==> config.mk <==
export PLATFORM = sky130hd
export DESIGN_NAME = sprx_settings
export DESIGN_NICKNAME = d
export VERILOG_FILES = /design/src/design/sprx_pkg.sv /design/src/design/sprx_settings.sv
export VERILOG_INCLUDE_DIRS = /design/src /design/src/design
export SDC_FILE = /design/constraint.sdc
export NUM_CORES = 1
export LEC_CHECK = 0
export BUFFER_PORTS_ARGS = -buffer_cell sky130_fd_sc_hd__buf_4
export CORE_MARGIN = 5
export CORE_UTILIZATION = 35
export DETAILED_ROUTE_END_ITERATION = 16
export PLACE_DENSITY_LB_ADDON = 0.1
export SLEW_MARGIN = 0
export SYNTH_ARGS = -nofsm -noshare
export SYNTH_HDL_FRONTEND = slang
export SYNTH_SLANG_ARGS = --single-unit
export TNS_END_PERCENT = 5
==> constraint.sdc <==
create_clock -name clk -period 2.6 [get_ports clk]
set_input_delay 0.52 -clock clk [delete_from_list [all_inputs] [get_ports clk]]
set_output_delay 0.52 -clock clk [all_outputs]
set_load 0.02 [all_outputs]
==> src/design/sprx_map.svh <==
// Register offsets, field positions, reset values and counts of the receiver settings.
`ifndef SPRX_MAP_SVH
`define SPRX_MAP_SVH
`define SPRX_ADDR_INSEL     8'he8
`define SPRX_ADDR_MISC      8'heb
`define SPRX_INSEL_WMASK    16'hff00
`define SPRX_MISC_WMASK     16'hcddd
`define SPRX_INSEL_RESET    16'h0000
`define SPRX_MISC_RESET     16'h0000
`define SPRX_FRAME_BITS     5'd24
// Input select and error control fields.
`define SPRX_F_PINSEL       9:8
`define SPRX_F_WINDOW       11:10
`define SPRX_F_PARITY       13:12
`define SPRX_B_HOLDLOW      14
`define SPRX_B_HALVE        15
// Miscellaneous control fields.
`define SPRX_B_IDLE         0
`define SPRX_B_RATEFN       2
`define SPRX_B_VALFN        3
`define SPRX_B_CLKINV       4
`define SPRX_B_LOCKPOL      6
`define SPRX_B_XGATE        7
`define SPRX_B_DLYPOL       8
`define SPRX_F_MUTE         11:10
`define SPRX_F_WAIT         15:14
// Preamble B counts for the error-cancel wait codes.
`define SPRX_WAIT_00        6'd48
`define SPRX_WAIT_01        6'd12
`define SPRX_WAIT_10        6'd6
`define SPRX_WAIT_11        6'd3
`define SPRX_PULSE_START    6'd2
`define SPRX_PARITY_LIMIT   4'd8
`endif

==> src/design/sprx_pkg.sv <==
// Types shared by the receiver settings block.
package sprx_pkg;
   typedef enum logic [1:0] {
      SPRX_UNLOCKED = 2'b00,
      SPRX_WAITING  = 2'b01,
      SPRX_LOCKED   = 2'b10
   } sprx_lock_t;
   typedef enum logic [2:0] {
      SPRX_FS_44K1 = 3'b000,
      SPRX_FS_48K  = 3'b001,
      SPRX_FS_32K  = 3'b010,
      SPRX_FS_88K2 = 3'b011,
      SPRX_FS_96K  = 3'b100,
      SPRX_FS_176K = 3'b101,
      SPRX_FS_192K = 3'b110,
      SPRX_FS_NONE = 3'b111
   } sprx_rate_t;
endpackage

==> src/design/sprx_settings.sv <==
// Write-only settings bank and the output steering of the biphase receiver.
`timescale 1ns/1ps
`include "sprx_map.svh"
//==================================================================
// Summary of operation
// - Pin select 01,10,11 routes biphase input a, b, c to receiver.
// - Window field: 00 normal, 01 32-48 kHz, 10 free A, 11 32-96 kHz.
// - Rate outside selected window drives error high even when locked.
// - Parity policy: 00 none, 01 erroneous sub-frame, 11 burst recognition.
// - Policy 00 still conceals erroneous audio data without a flag.
// - Policy 01 suppresses the flag while an output delay is set.
// - Policy 11 recognises bursts only while channel status bit 1 high.
// - Pass-through output follows selected input at 0, held low at 1.
// - Locked with halve bit set, recovered clock runs at half rate.
// - Idle bit sets bus clock idle level: 0 low, 1 high.
// - Rate pins show rate code at 0, delay monitor signals at 1.
// - Validity pin shows validity at 0, second audio copy at 1.
// - Invert bit outputs recovered clock in normal or inverted phase.
// - Lock status idles high at 0 and idles low at 1.
// - Gate bit stops crystal clock while locked if oscillator runs.
// - Lock-status pulse lasts wait count minus two preamble B blocks.
// - Source bit picks digital reception at 0, analog data at 1.
// - Oscillator stops on lock at 0, always runs at 1.
//==================================================================
module sprx_settings
   import sprx_pkg::*;
(
   // Clock and reset.
   input  wire logic       clk,
   input  wire logic       nrst,
   // Serial control bus.
   input  wire logic       bus_clock_pin,
   input  wire logic       busData,
   input  wire logic       busEnable,
   // Lower control bits held by the neighbouring register.
   input  wire logic       source_select,
   input  wire logic       oscillator_run_control,
   // Receiver front end.
   input  wire logic       biphase_in_a,
   input  wire logic       biphase_in_b,
   input  wire logic       biphase_in_c,
   input  wire logic       pllLocked,
   input  wire logic [2:0] measuredRate,
   input  wire logic       preambleB,
   input  wire logic       parityError,
   input  wire logic       burstSeen,
   input  wire logic       statusBit1,
   input  wire logic       demodData,
   input  wire logic       analogData,
   input  wire logic       validityFlag,
   input  wire logic       delayActive,
   input  wire logic [1:0] delayState,
   input  wire logic       pllClock,
   input  wire logic       crystalClock,
   // Device pins.
   output logic            receiverIn,
   output logic            passthroughOut,
   output logic            recovered_clock_out,
   output logic            crystal_clock_out,
   output logic            oscillatorEnable,
   output logic            lock_status_out,
   output logic            errorOut,
   output logic            delayed_audio_out,
   output logic            validity_pin,
   output logic [2:0]      ratePins,
   output logic            bus_clock_idle_level
);
   //==================================================================
   // Helpers
   // reception window limits
   function automatic logic rateInWindow(input logic [1:0] win,
                                         input logic [2:0] rate);
      case (win)
         2'b01:   rateInWindow = (rate == SPRX_FS_44K1) ||
                     (rate == SPRX_FS_48K) || (rate == SPRX_FS_32K);
         2'b11:   rateInWindow = (rate != SPRX_FS_176K) &&
                     (rate != SPRX_FS_192K) && (rate != SPRX_FS_NONE);
         default: rateInWindow = 1'b1;
      endcase
   endfunction

   function automatic logic [5:0] waitCount(input logic [1:0] code);
      case (code)
         2'b01:   waitCount = `SPRX_WAIT_01;
         2'b10:   waitCount = `SPRX_WAIT_10;
         2'b11:   waitCount = `SPRX_WAIT_11;
         default: waitCount = `SPRX_WAIT_00;
      endcase
   endfunction

   //==================================================================
   // Serial write port
   logic [15:0] input_select_and_error_control;
   logic [15:0] receiver_misc_control;
   logic [23:0] shiftReg;
   logic [4:0]  bitCount;
   logic        prevBusClk;
   logic        prevEnable;
   logic [15:0] next_inSel;
   logic [15:0] next_misc;
   logic [23:0] next_shiftReg;
   logic [4:0]  next_bitCount;
   logic        shiftEdge;

   always_comb begin
      next_inSel    = input_select_and_error_control;
      next_misc     = receiver_misc_control;
      next_shiftReg = shiftReg;
      next_bitCount = bitCount;
      // Idle level bit picks the edge that leaves the idle level.
      // bus clock idle
      shiftEdge = receiver_misc_control[`SPRX_B_IDLE] ?
                  (prevBusClk && !bus_clock_pin) :
                  (!prevBusClk && bus_clock_pin);
      if (busEnable && shiftEdge && bitCount != `SPRX_FRAME_BITS) begin
         next_shiftReg = {busData, shiftReg[23:1]};
         next_bitCount = bitCount + 5'd1;
      end
      if (!busEnable) begin
         next_bitCount = 5'd0;
      end
      // A frame counts only when all 24 bits arrived by enable release; later bits are ignored.
      if (prevEnable && !busEnable && bitCount == `SPRX_FRAME_BITS) begin
         if (shiftReg[7:0] == `SPRX_ADDR_INSEL) begin
            next_inSel = shiftReg[23:8] & `SPRX_INSEL_WMASK;
         end
         if (shiftReg[7:0] == `SPRX_ADDR_MISC) begin
            next_misc = shiftReg[23:8] & `SPRX_MISC_WMASK;
         end
      end
   end

   always_ff @(posedge clk or negedge nrst) begin
      if (!nrst) begin
         input_select_and_error_control <= `SPRX_INSEL_RESET;
         receiver_misc_control          <= `SPRX_MISC_RESET;
         shiftReg                       <= 24'h000000;
         bitCount                       <= 5'd0;
         prevBusClk                     <= 1'b0;
         prevEnable                     <= 1'b0;
      end else begin
         input_select_and_error_control <= next_inSel;
         receiver_misc_control          <= next_misc;
         shiftReg                       <= next_shiftReg;
         bitCount                       <= next_bitCount;
         prevBusClk                     <= bus_clock_pin;
         prevEnable                     <= busEnable;
      end
   end

   //==================================================================
   // Field views
   logic [1:0] pinSel, winSel, parPol, muteSel, waitSel;
   assign pinSel  = input_select_and_error_control[`SPRX_F_PINSEL];
   assign winSel  = input_select_and_error_control[`SPRX_F_WINDOW];
   assign parPol  = input_select_and_error_control[`SPRX_F_PARITY];
   assign muteSel = receiver_misc_control[`SPRX_F_MUTE];
   assign waitSel = receiver_misc_control[`SPRX_F_WAIT];

   //==================================================================
   // Lock tracking and error cancel wait
   sprx_lock_t lockState, next_lockState;
   logic [5:0] pbCount, next_pbCount;
   logic [3:0] parRun, next_parRun;

   always_comb begin
      next_lockState = lockState;
      next_pbCount   = pbCount;
      next_parRun    = parRun;
      if (parityError) begin
         if (parRun != `SPRX_PARITY_LIMIT + 4'd1) begin
            next_parRun = parRun + 4'd1;
         end
      end else if (preambleB) begin
         next_parRun = 4'd0;
      end
      case (lockState)
         SPRX_UNLOCKED: begin
            next_pbCount = 6'd0;
            if (pllLocked) begin
               next_lockState = SPRX_WAITING;
            end
         end
         SPRX_WAITING: begin
            if (preambleB) begin
               next_pbCount = pbCount + 6'd1;
               if (pbCount + 6'd1 == waitCount(waitSel)) begin
                  next_lockState = SPRX_LOCKED;
               end
            end
            if (!pllLocked) begin
               next_lockState = SPRX_UNLOCKED;
            end
         end
         SPRX_LOCKED: begin
            if (!pllLocked) begin
               next_lockState = SPRX_UNLOCKED;
            end
         end
         default: next_lockState = SPRX_UNLOCKED;
      endcase
   end

   always_ff @(posedge clk or negedge nrst) begin
      if (!nrst) begin
         lockState <= SPRX_UNLOCKED;
         pbCount   <= 6'd0;
         parRun    <= 4'd0;
      end else begin
         lockState <= next_lockState;
         pbCount   <= next_pbCount;
         parRun    <= next_parRun;
      end
   end

   //==================================================================
   // Output steering
   logic selIn, srcData, parFlag, dataConceal, halfClk, next_halfClk;
   logic prevPllClk, clkSrc, oscRuns, xtalStop, lockPulse, dlyMon;

   always_comb begin
      case (pinSel)
         2'b01:   selIn = biphase_in_a;
         2'b10:   selIn = biphase_in_b;
         2'b11:   selIn = biphase_in_c;
         default: selIn = 1'b0;
      endcase
      srcData = source_select ? analogData : demodData;
      case (parPol)
         2'b01:   parFlag = parityError && !delayActive;
         2'b11:   parFlag = burstSeen && statusBit1;
         default: parFlag = 1'b0;
      endcase
      // Concealment runs under every policy, flagged or not.
      // silent error handling
      dataConceal = parityError && !source_select;
      next_halfClk = halfClk ^ (pllClock && !prevPllClk);
      clkSrc = receiver_misc_control[`SPRX_B_CLKINV] ^
               (input_select_and_error_control[`SPRX_B_HALVE] ?
                halfClk : pllClock);
      oscRuns = oscillator_run_control || lockState == SPRX_UNLOCKED;
      xtalStop = oscillator_run_control && pllLocked &&
                 receiver_misc_control[`SPRX_B_XGATE];
      lockPulse = lockState == SPRX_WAITING &&
                  pbCount >= `SPRX_PULSE_START;
      dlyMon = delayActive ^ receiver_misc_control[`SPRX_B_DLYPOL];
   end

   always_ff @(posedge clk or negedge nrst) begin
      if (!nrst) begin
         halfClk              <= 1'b0;
         prevPllClk           <= 1'b0;
         receiverIn           <= 1'b0;
         passthroughOut       <= 1'b0;
         recovered_clock_out  <= 1'b0;
         crystal_clock_out    <= 1'b0;
         oscillatorEnable     <= 1'b1;
         lock_status_out      <= 1'b1;
         errorOut             <= 1'b1;
         delayed_audio_out    <= 1'b0;
         validity_pin         <= 1'b0;
         ratePins             <= 3'h0;
         bus_clock_idle_level <= 1'b0;
      end else begin
         halfClk    <= next_halfClk;
         prevPllClk <= pllClock;
         receiverIn <= selIn && !source_select;
         passthroughOut <= selIn &&
            !input_select_and_error_control[`SPRX_B_HOLDLOW];
         recovered_clock_out <= pllLocked ? clkSrc : 1'b0;
         crystal_clock_out   <= crystalClock && oscRuns && !xtalStop;
         oscillatorEnable    <= oscRuns;
         lock_status_out <= lockPulse ^
            !receiver_misc_control[`SPRX_B_LOCKPOL];
         errorOut <= lockState != SPRX_LOCKED ||
            !rateInWindow(winSel, measuredRate) || parFlag ||
            parRun > `SPRX_PARITY_LIMIT;
         delayed_audio_out <= srcData && !muteSel[0] && !dataConceal;
         validity_pin <= receiver_misc_control[`SPRX_B_VALFN] ?
            (srcData && !muteSel[1] && !dataConceal) : validityFlag;
         ratePins <= receiver_misc_control[`SPRX_B_RATEFN] ?
            {dlyMon, delayState} : measuredRate;
         bus_clock_idle_level <= receiver_misc_control[`SPRX_B_IDLE];
      end
   end
endmodule // sprx_settings

==> impl_metrics.env <==
export IMPL_synth_top_area_share_pct=53.3
export IMPL_finClkSkew_ps=8.91
export IMPL_route_detailed_drc=0
export IMPL_synth_edf_count=0
export IMPL_yosys_area_share_simple_pct=10.2
export IMPL_yosysSeqAreaShare_pct=55.5
export IMPL_synthArstFlopShare_pct=100
export IMPL_max_stage_delay_ps=420
export IMPL_ys_top_cells_by_count="dfrtp_1 (74), mux2_2 (39), o21ai_0 (17), nor2_1 (16), inv_1 (15)"
export IMPL_worstPathBufferInverterCount=2
export IMPL_cp_slowest_cell="dfrtp_1"
export IMPL_p_per_area_nw_per_um2=651
export IMPL_viasPerCell=4.73
export IMPL_final_hold_viol_count=0
export IMPL_yosysMostFrequentCell="dfrtp_1"
export IMPL_cts_sinks=77
export IMPL_worstPathMaxFanout=29
export IMPL_layout_drive_gt1_share_pct=32.3
export IMPL_grt_pass1_vias=2220
export IMPL_dpl_cell_area_sq_um=3900
export IMPL_start_kind="flip-flop"
export IMPL_nNetsFinal=360
export IMPL_n_antenna_cell=0
export IMPL_synthXorXnorAreaFrac_pct=3.78
export IMPL_synth_compound_area_share_pct=7.06
export IMPL_final_util_pct=42.2
export IMPL_hold_buffers=0
export IMPL_avgSynthCellArea_sq_um=12.4
export IMPL_end_kind="flip-flop"
export IMPL_rsz0062_at_grt="false"
export IMPL_dp_slack_ps=650
export IMPL_slew_headroom_pct=66.0
export IMPL_synth_top_cell_by_area="dfrtp_1"
export IMPL_synth_top_family_by_area="multiplexers"
export IMPL_ctsHtreeMaxLevel=3
export IMPL_fin_crit_ps=1880
export IMPL_synth_distinct_cells=46
export IMPL_cts_tree="yes"
export IMPL_first_iter_violations=68
export IMPL_hpwl_um=4510
export IMPL_die_h_um=110
export IMPL_cp_required_ps=2840
export IMPL_fp_dieArea_sq_um=12000
export IMPL_ys_warn_count=0
export IMPL_synth_ff_type="dfrtp_1"
export IMPL_max_freq_mhz=531
export IMPL_arrival_ps=2120
export IMPL_outcome="completed"
export IMPL_setup_ws_ps=718
export IMPL_clk_pin_slew_ps=90
export IMPL_setup_tns_ps=0
export IMPL_synthCells=280
export IMPL_synth_area_leaders="dfrtp_1 (53%), mux2_2 (13%), ha_1 (4.0%)"
export IMPL_synth_mux_area_fraction_pct=16.1
export IMPL_crit_type="flip-flop to flip-flop"
export IMPL_core_area_sq_um=9730
export IMPL_tightest_slew_ps=511
export IMPL_critical_path_top_delay_family="buffers and inverters"
export IMPL_drt_total_wl_um=6410
export IMPL_syn_cell_area_sq_um=3480
export IMPL_grt_start_max_net_pins=40
export IMPL_dr_total_vias=2179
export IMPL_routabilityCongestion=0.752
export IMPL_power_mw=2.67
export IMPL_power_leakage_nw=1.95
export IMPL_cts_buffers=9
export IMPL_dr_pass1_iters=4
export IMPL_final_area_sq_um=4110
export IMPL_wl_per_cell_um=13.9
export IMPL_start_util_pct=35.7
export IMPL_grt_ovfl_total=0
export IMPL_drv_slew=0
export IMPL_period_share_pct=72.4
export IMPL_boundaryPins=39
export IMPL_clk_insertion_delay_late_ps=360
export IMPL_drv_cap=0
export IMPL_ff2ff_path_depth=6
export IMPL_io_buffers=38
export IMPL_path_cells="inv_1 > ha_1 > nand4b_1 > o211ai_1 > buf_4 > mux2_2"
export IMPL_hold_class="input pin to async pin"
export IMPL_areaGrowthSynthToFinish_pct=18.2
export IMPL_vdd_drop_max_mv=0.238
export IMPL_cts_buffer_depth=2
export IMPL_grt_first_pass_wirelength_um=11000
export IMPL_detail_route_antenna_nets=0
export IMPL_ys_seq_elements=77
export IMPL_syn_nets=317
export IMPL_synth_fa_ha_area_share_pct=3.96
export IMPL_globalRouteTotalUtil_pct=11.9
export IMPL_die_width_um=110
export IMPL_core_rowCount=36
export IMPL_final_cells=461
export IMPL_antenna_found_initial=0
export IMPL_ctsRootBufferMaster="clkbuf_8"
export IMPL_whs_ps=124
export IMPL_cp_num_cells=6
export IMPL_placedCellCount=445
export IMPL_postCtsSetupBuffers=0
export IMPL_setup_viol=0
export IMPL_post_cts_resized=0
registers in the layout (all words and copies together) (netlist names), 2 cells and up:
name                            count
lockState                           2
parRun                              4
bitCount                            5
receiver_misc_control              11
shiftReg                           24
input_select_and_error_control      8
pbCount                             6
ratePins                            3
worst paths after layout:
kind | to | slack [ps] | from
worst min-delay path | ratePins[0] | 120 | nrst
worst max-delay path | shiftReg[7] | 720 | bitCount[0]
max in group asynchronous | lock_status_out | 1830 | nrst
worst min register to register | passthroughOut | 430 | input_select_and_error_control[14]
worst max register to register | shiftReg[7] | 720 | bitCount[0]
min in group clk | prevBusClk | 290 | bus_clock_pin
layer usage:
layer,GRT usage [%],vias to the layer above,part of all wire (%)
li1,-,1060,-
met1,15.7,1082,47
met2,18.4,25,47
met3,2.58,12,3.6
met4,6.14,0,2.1
met5,0,-,0
cell type report:
type	instances	area, sq um
inverter	15	56.3
clock inverter	7	82.6
multi-input combinational	179	1430
tap	133	166
fill	972	5620
clock buffer	9	124
sequential	77	1930
timing repair buffer	41	320
cells in the final DEF, fill, tap and decap left out, types with 2 or more instances in the layout:
cell	Yosys	routed
clkbuf_8	0	9
o21ai_0	17	17
and2_1	3	3
dfrtp_1	74	74
xnor2_1	12	12
dfstp_2	3	3
mux2_2	39	39
nand4b_1	2	2
a21oi_1	6	6
o31ai_1	2	2
nand3_1	9	9
inv_1	15	15
nor2_1	16	16
nand3b_1	2	2
ha_1	11	11
nand2b_1	6	6
buf_4	2	40
nor3b_1	3	3
nand2_1	12	12
inv_6	0	2
nor2b_1	4	4
a22o_1	3	3
mux2i_1	3	3
and3_1	2	2
xor2_1	3	3
clkinvlp_4	0	2
mux2_4	6	6
where the power goes:
part           switching (mW)  internal (mW)
combinational           0.145          0.168
clock                   0.486          0.458
sequential              0.108           1.31
total                   0.740           1.93
logic make-up (layout without fill, tap and decap cells):
group                    Yosys count  after routing
flip-flops                        77             77
multiplexers                      48             48
adder cells (fa/ha/maj)           11             11
AND/OR/NAND/NOR                   66             66
buffers and inverters             24             72
AO/OA/AOI/OAI                     39             39
XOR/XNOR                          15             15
No activity file was read; power rests on OpenSTA's default activity.
